## config.mk

```make
export PLATFORM = sky130hd
export DESIGN_NAME = flash_protect_security_ctrl
export DESIGN_NICKNAME = d
export VERILOG_FILES = /design/src/common/flash_prot_pkg.sv /design/src/common/flash_fetch_if.sv /design/src/flash_fetch_seq.sv /design/src/flash_protect_security_ctrl.sv
export SDC_FILE = /design/constraint.sdc
export NUM_CORES = 1
export LEC_CHECK = 0
export BUFFER_PORTS_ARGS = -buffer_cell sky130_fd_sc_hd__buf_4
export CAP_MARGIN = 40
export CORE_ASPECT_RATIO = 1.25
export CORE_UTILIZATION = 30
export DETAILED_ROUTE_END_ITERATION = 10
export PLACE_DENSITY = 0.56
export SLEW_MARGIN = 5
export SYNTH_ARGS = -nofsm -noshare
export SYNTH_HDL_FRONTEND = slang
export SYNTH_HIERARCHICAL = 1
export SYNTH_SLANG_ARGS = --single-unit
```

## constraint.sdc

```tcl
create_clock -name clk_in -period 4.71 [get_ports clk_in]
set_input_delay 0.2355 -clock clk_in [delete_from_list [all_inputs] [get_ports clk_in]]
set_output_delay 0.2355 -clock clk_in [all_outputs]
set_load 0.02 [all_outputs]
```

## src/common/flash_prot_pkg.sv

```systemverilog
/*
 * constants for the flash protection and security controller: register map, field positions,
 * reset values, command codes and configuration-area addresses.
 * assumes a byte-addressed flash read port and a 32-bit avalon-mm register bus.
 */
package flash_prot_pkg;
    // register byte offsets
    localparam logic [5:0]  OFS_STATUS   = 6'h00;
    localparam logic [5:0]  OFS_CONFIG   = 6'h04;
    localparam logic [5:0]  OFS_PROT     = 6'h08;
    localparam logic [5:0]  OFS_SEC      = 6'h0c;
    localparam logic [5:0]  OFS_CMD      = 6'h10;
    localparam logic [5:0]  OFS_KEY0     = 6'h14;
    localparam logic [5:0]  OFS_KEY_STEP = 6'h04;
    localparam int          NUM_KEYS     = 4;
    // status and config fields
    localparam int          ST_CMD_COMPLETE_FLAG      = 7;
    localparam int          ST_KEYREJ    = 5;
    localparam int          ST_PVIOL     = 4;
    localparam int          CFG_COMPLETE_IRQ_ENABLE     = 7;
    // protection fields
    localparam int          PROT_OPEN    = 7;
    localparam int          PROT_HDIS    = 5;
    localparam int          PROT_HS_LO   = 3;
    localparam logic [7:0]  PROT_MASK    = 8'hb8;
    localparam logic [7:0]  PROT_RST     = 8'hb8;
    // security fields
    localparam int          SEC_BACKDOOR_KEY_ENABLE_LO = 6;
    localparam int          SEC_STATE_LO = 0;
    localparam logic [7:0]  SEC_MASK     = 8'hc3;
    localparam logic [7:0]  SEC_RST      = 8'h00;
    localparam logic [1:0]  SEC_UNSECURED = 2'h2;
    localparam logic [1:0]  BACKDOOR_KEY_ENABLE_ENABLED = 2'h2;
    // command codes
    localparam logic [7:0]  CMD_ERASE_ALL   = 8'h08;
    localparam logic [7:0]  CMD_ERASE_BLOCK = 8'h09;
    localparam logic [7:0]  CMD_KEY_VERIFY  = 8'h0c;
    // configuration area in flash
    localparam logic [15:0] FA_KEY       = 16'hff70;
    localparam logic [15:0] FA_PROT      = 16'hff7c;
    localparam logic [15:0] FA_NVBYTE    = 16'hff7e;
    localparam logic [15:0] FA_SEC       = 16'hff7f;
    localparam logic [15:0] FA_TOP       = 16'hffff;
    localparam logic [15:0] HIGH_MIN_SZ  = 16'h0800;
    localparam logic [3:0]  LOAD_BYTES   = 4'h2;
    localparam logic [3:0]  KEY_BYTES    = 4'h8;
    localparam logic [15:0] KEY_ZERO     = 16'h0000;
    localparam logic [15:0] KEY_ONES     = 16'hffff;

    // fetch sequencer states, gray along idle-issue-wait-capture-done
    typedef enum logic [2:0] {
        S_IDLE  = 3'h0,
        S_ISSUE = 3'h1,
        S_WAIT  = 3'h3,
        S_CAPT  = 3'h2,
        S_DONE  = 3'h6
    } fetch_state_t;
endpackage : flash_prot_pkg

```

## src/common/flash_fetch_if.sv

```systemverilog
/*
 * carrier between the controller and its flash fetch sequencer.
 * assumes both ends run on the same clock.
 */
interface flash_fetch_if;
    logic        start_load;   // pulse: read protection and security bytes
    logic        start_key;    // pulse: read and compare backdoor keys
    logic [15:0] key [4];      // presented keys
    logic        done;         // pulse: sequence finished
    logic        match;        // keys matched, valid with done
    logic [7:0]  prot_byte;
    logic [7:0]  sec_byte;
    logic [15:0] flash_addr;
    logic        flash_rd;
    logic [7:0]  flash_rdata;

    modport ctrl (output start_load, start_key, key, flash_rdata,
                  input done, match, prot_byte, sec_byte, flash_addr, flash_rd);
    modport seq  (input start_load, start_key, key, flash_rdata,
                  output done, match, prot_byte, sec_byte, flash_addr, flash_rd);
endinterface : flash_fetch_if

```

## src/flash_fetch_seq.sv

```systemverilog
/*
 * byte-wise fetch of the configuration area: loads the protection and security bytes,
 * or reads the stored backdoor keys and compares them with presented ones.
 * assumes flash data is valid one cycle after the read strobe rises.
 */
module flash_fetch_seq
    import flash_prot_pkg::*;
(
    input  wire logic  clk_in,
    input  wire logic  reset_in,
    input  wire logic  ce_in,
    flash_fetch_if.seq fif
);
    fetch_state_t state_ff;
    logic [3:0]   idx_ff;
    logic         mode_key_ff;
    logic [7:0]   hi_ff;
    logic         match_ff;
    logic [15:0]  addr_ff;
    logic         rd_ff;
    logic [7:0]   prot_ff;
    logic [7:0]   sec_ff;
    logic         done_ff;
    logic [15:0]  exp_word;
    logic [7:0]   exp_byte;

    assign exp_word = fif.key[idx_ff[2:1]];
    assign exp_byte = idx_ff[0] ? exp_word[7:0] : exp_word[15:8];

    ////////////////////////////////////////////////////////////////////////////
    // sequence control and flash strobe
    always_ff @(posedge clk_in or posedge reset_in) begin
        if (reset_in) begin
            state_ff    <= S_IDLE;
            idx_ff      <= 4'h0;
            mode_key_ff <= 1'b0;
            addr_ff     <= 16'h0000;
            rd_ff       <= 1'b0;
            done_ff     <= 1'b0;
        end else if (ce_in) begin
            done_ff <= 1'b0;
            case (state_ff)
                S_IDLE: begin
                    idx_ff <= 4'h0;
                    if (fif.start_load || fif.start_key) begin
                        mode_key_ff <= fif.start_key;
                        state_ff    <= S_ISSUE;
                    end
                end
                S_ISSUE: begin
                    rd_ff    <= 1'b1;
                    addr_ff  <= mode_key_ff ? (FA_KEY + {12'h000, idx_ff})
                                            : ((idx_ff == 4'h0) ? FA_PROT : FA_SEC);
                    state_ff <= S_WAIT;
                end
                S_WAIT: begin
                    rd_ff    <= 1'b0;
                    state_ff <= S_CAPT;
                end
                S_CAPT: begin
                    idx_ff   <= idx_ff + 4'h1;
                    state_ff <= (idx_ff == (mode_key_ff ? KEY_BYTES : LOAD_BYTES) - 4'h1)
                                ? S_DONE : S_ISSUE;
                end
                S_DONE: begin
                    done_ff  <= 1'b1;
                    state_ff <= S_IDLE;
                end
                default: state_ff <= S_IDLE;
            endcase
        end
    end

    ////////////////////////////////////////////////////////////////////////////
    // captured bytes and key comparison
    always_ff @(posedge clk_in or posedge reset_in) begin
        if (reset_in) begin
            hi_ff    <= 8'h00;
            match_ff <= 1'b0;
            prot_ff  <= PROT_RST;
            sec_ff   <= SEC_RST;
        end else if (ce_in) begin
            if (state_ff == S_IDLE) begin
                match_ff <= 1'b1;
            end else if (state_ff == S_CAPT) begin
                if (!mode_key_ff) begin
                    if (idx_ff == 4'h0) begin
                        prot_ff <= fif.flash_rdata;
                    end else begin
                        sec_ff <= fif.flash_rdata;
                    end
                end else begin
                    if (fif.flash_rdata != exp_byte) begin
                        match_ff <= 1'b0;
                    end
                    if (idx_ff[0] && ({hi_ff, fif.flash_rdata} == KEY_ZERO ||
                                      {hi_ff, fif.flash_rdata} == KEY_ONES)) begin
                        match_ff <= 1'b0;
                    end
                    hi_ff <= fif.flash_rdata;
                end
            end
        end
    end

    assign fif.done       = done_ff;
    assign fif.match      = match_ff;
    assign fif.prot_byte  = prot_ff;
    assign fif.sec_byte   = sec_ff;
    assign fif.flash_addr = addr_ff;
    assign fif.flash_rd   = rd_ff;
endmodule : flash_fetch_seq

```

## src/flash_protect_security_ctrl.sv

```systemverilog
/*
 * flash protection and security controller with command-complete flag and interrupt.
 * assumes an avalon-mm master, a byte flash read port, and an external command engine
 * that runs every command except key verify and answers with cmd_done_in.
 */
// Added by the designer: the Avalon-MM slave port and the placing of the registers.
module flash_protect_security_ctrl
    import flash_prot_pkg::*;
(
    input  wire logic        clk_in,
    input  wire logic        reset_in,
    input  wire logic        ce_in,
    input  wire logic [5:0]  avs_address_in,
    input  wire logic        avs_read_in,
    input  wire logic        avs_write_in,
    input  wire logic [31:0] avs_writedata_in,
    input  wire logic [3:0]  avs_byteenable_in,
    output logic      [31:0] avs_readdata_out,
    output logic             avs_waitrequest_out,
    output logic      [15:0] flash_addr_out,
    output logic             flash_rd_out,
    input  wire logic [7:0]  flash_rdata_in,
    output logic             flash_read_block_out,
    output logic             cmd_launch_out,
    output logic      [7:0]  cmd_code_out,
    input  wire logic        cmd_done_in,
    output logic             irq_out,
    output logic             prot_high_out,
    output logic             prot_low_out,
    output logic      [15:0] high_base_out,
    output logic             secured_out
);
    flash_fetch_if fif ();

    logic        wait_ff;
    logic [31:0] rdata_ff;
    logic        loaded_ff;
    logic        load_req_ff;
    logic        cmd_complete_flag_ff;
    logic        pviol_ff;
    logic        keyrej_ff;
    logic        complete_irq_enable_ff;
    logic [7:0]  prot_ff;
    logic [7:0]  sec_ff;
    logic        lock_ff;
    logic        secured_ff;
    logic [7:0]  cmd_ff;
    logic [15:0] key_ff [NUM_KEYS];
    logic        key_run_ff;
    logic        key_start_ff;
    logic        ext_run_ff;
    logic        launch_ff;
    logic        irq_ff;
    logic        high_ff;
    logic        low_ff;
    logic [15:0] base_ff;

    logic        wr_take;
    logic        launch_req;
    logic        key_refuse;
    logic        erase_refuse;
    logic        launch_key;
    logic        launch_ext;
    logic        nxt_cmd_complete_flag;
    logic        nxt_complete_irq_enable;
    logic [7:0]  wr_prot;
    logic        prot_ok;

    ////////////////////////////////////////////////////////////////////////////
    // avalon slave: one wait cycle, then the request completes
    assign wr_take = avs_write_in && !wait_ff;

    always_ff @(posedge clk_in or posedge reset_in) begin
        if (reset_in) begin
            wait_ff <= 1'b1;
        end else if (ce_in) begin
            wait_ff <= !((avs_read_in || avs_write_in) && wait_ff);
        end
    end

    // read data mux, loaded while waitrequest is still high
    always_ff @(posedge clk_in or posedge reset_in) begin
        if (reset_in) begin
            rdata_ff <= 32'h0000_0000;
        end else if (ce_in && avs_read_in && wait_ff) begin
            rdata_ff <= 32'h0000_0000;
            case (avs_address_in)
                OFS_STATUS: begin
                    rdata_ff[ST_CMD_COMPLETE_FLAG]   <= cmd_complete_flag_ff;
                    rdata_ff[ST_KEYREJ] <= keyrej_ff;
                    rdata_ff[ST_PVIOL]  <= pviol_ff;
                end
                OFS_CONFIG: rdata_ff[CFG_COMPLETE_IRQ_ENABLE] <= complete_irq_enable_ff;
                OFS_PROT:   rdata_ff[7:0] <= prot_ff;
                OFS_SEC:    rdata_ff[7:0] <= sec_ff;
                OFS_CMD:    rdata_ff[7:0] <= cmd_ff;
                default: begin
                    for (int k = 0; k < NUM_KEYS; k++) begin
                        if (avs_address_in == OFS_KEY0 + 6'(k) * OFS_KEY_STEP) begin
                            rdata_ff[15:0] <= key_ff[k];
                        end
                    end
                end
            endcase
        end
    end

    ////////////////////////////////////////////////////////////////////////////
    // command launch decision
    // write one to the flag launches
    assign launch_req   = wr_take && avs_address_in == OFS_STATUS && avs_byteenable_in[0]
                          && avs_writedata_in[ST_CMD_COMPLETE_FLAG] && cmd_complete_flag_ff && loaded_ff;
    assign key_refuse   = cmd_ff == CMD_KEY_VERIFY &&
                          (lock_ff || sec_ff[SEC_BACKDOOR_KEY_ENABLE_LO +: 2] != BACKDOOR_KEY_ENABLE_ENABLED);
    assign erase_refuse = (cmd_ff == CMD_ERASE_ALL || cmd_ff == CMD_ERASE_BLOCK) &&
                          !(prot_ff[PROT_OPEN] && prot_ff[PROT_HDIS]);
    assign launch_key   = launch_req && cmd_ff == CMD_KEY_VERIFY && !key_refuse;
    assign launch_ext   = launch_req && cmd_ff != CMD_KEY_VERIFY && !erase_refuse;

    // completion flag: any finishing event wins over the launch clear
    always_comb begin
        nxt_cmd_complete_flag = cmd_complete_flag_ff;
        if (launch_key || launch_ext) begin
            nxt_cmd_complete_flag = 1'b0;
        end
        if ((fif.done && (key_run_ff || !loaded_ff)) || (cmd_done_in && ext_run_ff)) begin
            nxt_cmd_complete_flag = 1'b1;
        end
    end

    always_comb begin
        nxt_complete_irq_enable = complete_irq_enable_ff;
        if (wr_take && avs_address_in == OFS_CONFIG && avs_byteenable_in[0]) begin
            nxt_complete_irq_enable = avs_writedata_in[CFG_COMPLETE_IRQ_ENABLE];
        end
    end

    // status flags, config, command and launch bookkeeping
    always_ff @(posedge clk_in or posedge reset_in) begin
        if (reset_in) begin
            cmd_complete_flag_ff      <= 1'b0;
            complete_irq_enable_ff      <= 1'b0;
            pviol_ff     <= 1'b0;
            keyrej_ff    <= 1'b0;
            key_run_ff   <= 1'b0;
            key_start_ff <= 1'b0;
            ext_run_ff   <= 1'b0;
            launch_ff    <= 1'b0;
            cmd_ff       <= 8'h00;
        end else if (ce_in) begin
            cmd_complete_flag_ff      <= nxt_cmd_complete_flag;
            complete_irq_enable_ff      <= nxt_complete_irq_enable;
            key_start_ff <= launch_key;
            launch_ff    <= launch_ext;
            // sticky errors: write one clears, a new refusal wins
            if (wr_take && avs_address_in == OFS_STATUS && avs_byteenable_in[0]) begin
                if (avs_writedata_in[ST_PVIOL]) begin
                    pviol_ff <= 1'b0;
                end
                if (avs_writedata_in[ST_KEYREJ]) begin
                    keyrej_ff <= 1'b0;
                end
            end
            if (launch_req && erase_refuse) begin
                pviol_ff <= 1'b1;
            end
            if (launch_req && key_refuse) begin
                keyrej_ff <= 1'b1;
            end
            if (launch_key) begin
                key_run_ff <= 1'b1;
            end else if (fif.done) begin
                key_run_ff <= 1'b0;
            end
            if (launch_ext) begin
                ext_run_ff <= 1'b1;
            end else if (cmd_done_in) begin
                ext_run_ff <= 1'b0;
            end
            // command code is locked while a command runs
            if (wr_take && avs_address_in == OFS_CMD && avs_byteenable_in[0] && cmd_complete_flag_ff) begin
                cmd_ff <= avs_writedata_in[7:0];
            end
        end
    end

    // presented keys, one per word, locked while a command runs
    generate
        for (genvar g = 0; g < NUM_KEYS; g++) begin : g_key
            always_ff @(posedge clk_in or posedge reset_in) begin
                if (reset_in) begin
                    key_ff[g] <= 16'h0000;
                end else if (ce_in && wr_take && cmd_complete_flag_ff &&
                             avs_address_in == OFS_KEY0 + 6'(g) * OFS_KEY_STEP) begin
                    if (avs_byteenable_in[0]) begin
                        key_ff[g][7:0] <= avs_writedata_in[7:0];
                    end
                    if (avs_byteenable_in[1]) begin
                        key_ff[g][15:8] <= avs_writedata_in[15:8];
                    end
                end
            end
        end
    endgenerate

    ////////////////////////////////////////////////////////////////////////////
    // protection transitions; size may only change from the open scenario
    assign wr_prot = avs_writedata_in[7:0] & PROT_MASK;

    always_comb begin
        case ({prot_ff[PROT_OPEN], prot_ff[PROT_HDIS]})
            2'b11:   prot_ok = 1'b1;
            2'b01:   prot_ok = wr_prot == prot_ff;
            2'b00:   prot_ok = !wr_prot[PROT_OPEN] &&
                               wr_prot[PROT_HS_LO +: 2] == prot_ff[PROT_HS_LO +: 2];
            2'b10:   prot_ok = (wr_prot[PROT_OPEN] ^ wr_prot[PROT_HDIS]) &&
                               wr_prot[PROT_HS_LO +: 2] == prot_ff[PROT_HS_LO +: 2];
            default: prot_ok = 1'b0;
        endcase
    end

    // protection register: flash load after reset, then guarded writes
    always_ff @(posedge clk_in or posedge reset_in) begin
        if (reset_in) begin
            prot_ff <= PROT_RST;
        end else if (ce_in) begin
            if (fif.done && !loaded_ff) begin
                prot_ff <= fif.prot_byte & PROT_MASK;
            end else if (wr_take && avs_address_in == OFS_PROT && avs_byteenable_in[0]
                         && prot_ok) begin
                prot_ff <= wr_prot;
            end
        end
    end

    ////////////////////////////////////////////////////////////////////////////
    // security state and key lockout
    always_ff @(posedge clk_in or posedge reset_in) begin
        if (reset_in) begin
            sec_ff     <= SEC_RST;
            lock_ff    <= 1'b0;
            // reset state field decides the secured output
            secured_ff <= SEC_RST[SEC_STATE_LO +: 2] != SEC_UNSECURED;
        end else if (ce_in) begin
            if (fif.done && !loaded_ff) begin
                sec_ff     <= fif.sec_byte & SEC_MASK;
                secured_ff <= fif.sec_byte[SEC_STATE_LO +: 2] != SEC_UNSECURED;
            end else if (fif.done && key_run_ff) begin
                if (fif.match) begin
                    sec_ff[SEC_STATE_LO +: 2] <= SEC_UNSECURED;
                    secured_ff                <= 1'b0;
                end else begin
                    lock_ff <= 1'b1;
                end
            end
        end
    end

    ////////////////////////////////////////////////////////////////////////////
    // configuration fetch after reset release
    always_ff @(posedge clk_in or posedge reset_in) begin
        if (reset_in) begin
            load_req_ff <= 1'b1;
            loaded_ff   <= 1'b0;
        end else if (ce_in) begin
            load_req_ff <= 1'b0;
            if (fif.done) begin
                loaded_ff <= 1'b1;
            end
        end
    end

    assign fif.start_load  = load_req_ff;
    assign fif.start_key   = key_start_ff;
    assign fif.flash_rdata = flash_rdata_in;
    assign fif.key         = key_ff;

    flash_fetch_seq u_fetch (
        .clk_in   (clk_in),
        .reset_in (reset_in),
        .ce_in    (ce_in),
        .fif      (fif)
    );

    ////////////////////////////////////////////////////////////////////////////
    // registered outputs: interrupt and protection decode
    always_ff @(posedge clk_in or posedge reset_in) begin
        if (reset_in) begin
            irq_ff  <= 1'b0;
            high_ff <= 1'b0;
            low_ff  <= 1'b0;
            base_ff <= FA_TOP;
        end else if (ce_in) begin
            irq_ff  <= nxt_cmd_complete_flag && nxt_complete_irq_enable;
            // high when open differs from disable, low when closed
            high_ff <= prot_ff[PROT_OPEN] ^ prot_ff[PROT_HDIS];
            low_ff  <= !prot_ff[PROT_OPEN];
            // top region grows down by size
            base_ff <= FA_TOP - ((HIGH_MIN_SZ << prot_ff[PROT_HS_LO +: 2]) - 16'h0001);
        end
    end

    assign avs_waitrequest_out  = wait_ff;
    assign avs_readdata_out     = rdata_ff;
    assign flash_addr_out       = fif.flash_addr;
    assign flash_rd_out         = fif.flash_rd;
    assign flash_read_block_out = key_run_ff;
    assign cmd_launch_out       = launch_ff;
    assign cmd_code_out         = cmd_ff;
    assign irq_out              = irq_ff;
    assign prot_high_out        = high_ff;
    assign prot_low_out         = low_ff;
    assign high_base_out        = base_ff;
    assign secured_out          = secured_ff;
endmodule : flash_protect_security_ctrl

```

Word level (Yosys, flattened, before mapping)
Index checks and enable logic that the tools add are counted.
{"block": "classes", "reduce_logical": 104, "order_cmp": 1, "n_shift": 1, "n_bitwise": 8, "eq_ne": 27, "muxes": 49, "n_addsub": 5}
{"operator": "2-to-1 mux 16 bit", "count": 7}
{"operator": "logical AND 1 bit", "count": 40}
{"operator": "AND reduction 2 bit", "count": 18}
{"operator": "binary-select mux 16 bit (select 2 bit)", "count": 1}
{"operator": "2-to-1 mux 8 bit", "count": 4}
{"operator": "equality test 6 x 5 -> 1 bit, second input constant", "count": 4}
{"operator": "equality test 8 x 4 -> 1 bit, second input constant", "count": 3}
{"operator": "nonzero test 2 bit", "count": 12}
{"operator": "2-to-1 mux 1 bit", "count": 22}
{"operator": "equality test 16 bit, second input constant", "count": 1}
{"operator": "zero test 16 bit", "count": 1}
{"operator": "case mux 4 bit (4 select lines)", "count": 1}
{"operator": "left shift 12 x 2 -> 16 bit, first input constant", "count": 1}
{"operator": "subtractor 16 x 1 -> 16 bit, second input constant", "count": 1}
{"operator": "subtractor 16 bit, first input constant", "count": 1}
{"operator": "equality test 6 x 4 -> 1 bit, second input constant", "count": 2}
{"operator": "case mux 3 bit (4 select lines)", "count": 1}
{"operator": "AND reduction 3 bit", "count": 4}
{"operator": "AND reduction 4 bit", "count": 3}
{"operator": "adder 9 x 5 -> 10 bit, first input constant", "count": 1}
{"operator": "AND reduction 5 bit", "count": 2}
{"operator": "equality test 8 bit", "count": 1}
{"operator": "zero test 1 bit", "count": 8}
{"operator": "logical OR 1 bit", "count": 8}
{"operator": "34 further kinds", "count": 48}
{"block": "totals", "wordCells": 235, "reg_bits": 183, "output_inout_bits": 80, "input_bits": 56}

Longest topological paths before layout
{"block": "depth", "depth_word": 13, "mapped_depth": 9, "mapped_depth_nobuf": 7}

Cells and area by module
Netlist, hierarchy kept.
{"mod": "flash_protect_security_ctrl", "area_each_um2": 5739.3, "instances": 1, "cells_each": 472, "seq_area_each_um2": 2942.8}
{"mod": "flash_fetch_seq", "area_each_um2": 2399.8, "instances": 1, "cells_each": 208, "seq_area_each_um2": 1006.0}

Least setup slack after synthesis
Ideal clock, no wire load.
{"block": "synth_timing", "path_kind": "register to register", "start": "reg u_fetch.idx_ff[0]", "end": "reg u_fetch.sec_ff[0], in the netlist u_fetch/fif.sec_byte[0]", "t_required_ns": 4.585, "stages_incl_launch_ff": 8, "setup_time_ns": 0.125, "path_slack_ns": 2.487, "t_arrival_ns": 2.098, "period_less_slack_ns": 2.223, "n_path_buf": 2, "path_cell_list": "dfrtp_1 -> clkbuf_1 -> clkbuf_1 -> inv_1 -> ha_1 -> nand2_1 -> nor3b_2 -> mux2_2"}
{"block": "synth_between", "elab_chain_len": 3}
{"element": "from (decl)", "line_no": "flash_fetch_seq.sv:15", "source": "logic [3:0] idx_ff;"}
{"element": "from (signal assigned)", "line_no": "flash_fetch_seq.sv:61", "source": "idx_ff <= idx_ff + 4'h1;"}
{"element": "zero test 4 bit", "line_no": "flash_fetch_seq.sv:87", "source": "if (idx_ff == 4'h0) begin"}
{"element": "inverter 1 bit (no source line)"}
{"element": "AND reduction 5 bit (no source line)"}
{"element": "to (signal assigned)", "line_no": "flash_fetch_seq.sv:90", "source": "sec_ff <= fif.flash_rdata;"}
{"element": "to (decl)", "line_no": "flash_fetch_seq.sv:22", "source": "logic [7:0] sec_ff;"}
Every way passes these cells.
A chain may end at the register's enable or synchronous reset.

Worst setup path in the final report
{"block": "layout_timing", "start": "reg u_fetch.idx_ff[1]", "end": "reg u_fetch.match_ff, in the netlist u_fetch/fif.match"}
{"block": "layout_between", "elab_chain_len": 8}
{"element": "inverter 2 -> 3 bit (not written as such)", "line_no": "flash_fetch_seq.sv:27", "source": "assign exp_word = fif.key[idx_ff[2:1]];"}
{"element": "binary-select mux 16 bit (select 2 bit)", "line_no": "flash_fetch_seq.sv:27"}
{"element": "2-to-1 mux 16 bit (not written as such) (2 in a row)", "line_no": "flash_fetch_seq.sv:27"}
{"element": "2-to-1 mux 8 bit", "line_no": "flash_fetch_seq.sv:28", "source": "assign exp_byte = idx_ff[0] ? exp_word[7:0] : exp_word[15:8];"}
{"element": "!= test 8 bit", "line_no": "flash_fetch_seq.sv:93", "source": "if (fif.flash_rdata != exp_byte) begin"}
{"element": "nonzero test 3 bit (no source line)"}
{"element": "AND reduction 4 bit (no source line)"}
{"element": "to (signal assigned)", "line_no": "flash_fetch_seq.sv:84", "source": "match_ff <= 1'b1;"}
{"element": "to (signal assigned)", "line_no": "flash_fetch_seq.sv:94", "source": "match_ff <= 1'b0;"}
{"element": "to (signal assigned)", "line_no": "flash_fetch_seq.sv:98", "source": "match_ff <= 1'b0;"}
{"element": "to (decl)", "line_no": "flash_fetch_seq.sv:18", "source": "logic match_ff;"}
Every way passes these cells. The select of a mux whose other input is x is not followed.

==> impl_metrics.yaml <==
logic_synthesis:
  synth_area_sq_um: 7850
  syn_avg_cell_area_sq_um: 11.8
  yosys_warnings: 6
  synthCells: 664
clock_tree:
  numCtsBuffers: 17
  htree_levels: 4
  cts_tree: "built"
  cts_root_buffer: "clkbuf_16"
  clk_latency_ps: 430
  clk_path_buf_depth: 2
  postCtsSetupRepairBufs: 0
  clkSinkCount: 149
  clkSlewWorstSetupHoldPaths_ps: 70
critical_path:
  critPathCaptureType: "flip-flop"
  path_max_fanout: 26
  worstSetupPathType: "reg -> reg"
  cp.arrival_ps: 2910
  required_ps: 5070
  cp-start-kind: "flip-flop"
grt:
  grt_pass1_vias: 5520
  gr-total-overflow: 0
  grt_first_pass_wirelength_microns: 33400
  antenna_found_initial: 0
  grt_use_total_pct: 16.4
  grt_max_degree: 61
cells_and_area:
  fin_nets: 809
  drive_above_1_share_pct: 40.0
  fillers: 2526
  area_growth_pct: 19.1
  n_antenna_cell: 0
  fin_util_pct: 36.7
  instances_no_fill: 1092
sta:
  tightest_slew_ps: 942
  clock_skew_ps: 9.35
  finalSetupViolations: 0
  slew_headroom_pct: 35.6
  fin_crit_ps: 2550
  min_period_over_period_pct: 54.1
  hold_viol_final: 0
  fmax_mhz: 392
  rsz0062_at_grt: "no"
  final.setup.tns_ps: 0
  slew_viol_final: 0
drt:
  vias: 5490
  wl_per_cell_microns: 19.1
  ant_nets: 0
  drc_errors: 0
  wirelength_microns: 20900
  drtPass1Iterations: 5
  viasPerCell: 5.03
  drtIter0Drc: 327
die:
  dieArea_sq_um: 26800
  pin_count: 136
  fp.dieH_microns: 183
  core_area_sq_um: 25500
  placementRows: 65
  die_w_microns: 147
  start_util_pct: 30.8
status:
  status: "finished, final reports clean"
pwr:
  power.leakage_uw: 0.00427
  ir_drop_uv: 261
  power_density_nw_per_um2: 423
placed_design:
  dpl.cell_count: 1059
  portBuffers: 100
  hpwl_microns: 15000
  gp_congestion: 0.816
job:
  maxCapViolations: 0
worst_hold_path:
  holdCritPathClass: "in -> reg"
[final timing paths]
check | end | slack [ps] | startpoint | cells past startpoint
worst max-delay path | u_fetch/fif.match | 2160 | u_fetch/idx_ff[1] | 7
worst min-delay path | fif.key[9] | 70 | avs_writedata_in[9] | 2
worst max register to register | u_fetch/fif.match | 2160 | u_fetch/idx_ff[1] | 7
worst min register to register | avs_readdata_out[11] | 480 | avs_readdata_out[11] | 2
max in group asynchronous | fif.key[38] | 2920 | reset_in | 4
min in group asynchronous | u_fetch/state_ff[0] | 480 | reset_in | 4
[per-stage QoR]
step	area, sq um	total power [uW]	setup WS [ps]	hold WS, ps
floorplan	7910	2290	1390	349
global placement	8720	2600	2070	385
detailed placement	8750	2610	2120	384
CTS	9350	4000	2120	52.5
global route	9350	4160	2040	59.8
finish	9350	3950	2160	66.9
[state kept, by name (all words and copies together) (netlist names), 3 cells and up]
signal / count
u_fetch/fif.flash_addr: 5
u_fetch/idx_ff: 4
u_fetch/state_ff: 3
cmd_code_out: 8
u_fetch/fif.prot_byte: 4
fif.key: 64
avs_readdata_out: 16
high_base_out: 6
prot_ff: 4
u_fetch/hi_ff: 8
u_fetch/fif.sec_byte: 4
sec_ff: 4
[critical path, cell delays in order (launching register included)]
cell     delay (ps)
dfrtp_1         330
buf_4           380
mux4_2          560
mux2i_1         320
xor2_1          180
nand2_1          80
or4_1           490
o21ai_1         120
[where the power goes]
| group | internal [uW] | leakage, uW | switching [uW] | total, uW |
|---|---|---|---|---|
| Combinational | 401 | 0.00204 | 484 | 884 |
| Sequential | 1510 | 0.00195 | 185 | 1700 |
| Clock | 772 | 0.000281 | 596 | 1370 |
| Total | 2690 | 0.00427 | 1260 | 3950 |
[layout by cell type (no fill, tap or decap), drive strengths merged, types with 10 or more instances in the layout]
master,instances
inv,25
mux2i,19
a22oi,17
a221oi,17
conb,17
nor3,16
mux2,109
buf,109
dfrtp,133
nor2,44
o21ai,22
dfstp,16
mux4,12
clkbuf,19
nand2b,10
nand2,44
[per-layer routing]
metal	global-route usage, %	vias up	part of all wire [%]
li1	-	2551	-
met4	6.46	0	2.6
met5	0	-	0
met2	27.0	156	49
met1	21.5	2752	45
met3	2.79	31	3.7
[layout make-up]
cell class              count  area [sq um]  area share (%)
clock buffers              19           453            4.85
clock inverters            13           136            1.46
inverters                  18          70.1           0.750
multi-input cells         448          3670            39.3
flip-flops and latches    149          3750            40.1
well taps                 335           419            4.48
repair buffers            110           845            9.04
[repair_timing]
action                    in CTS  in global routing
gates resized for setup        0                  0
hold buffers                   1                  0
hold endpoints to repair      62                  0
Power figures use the tool's default switching activity.
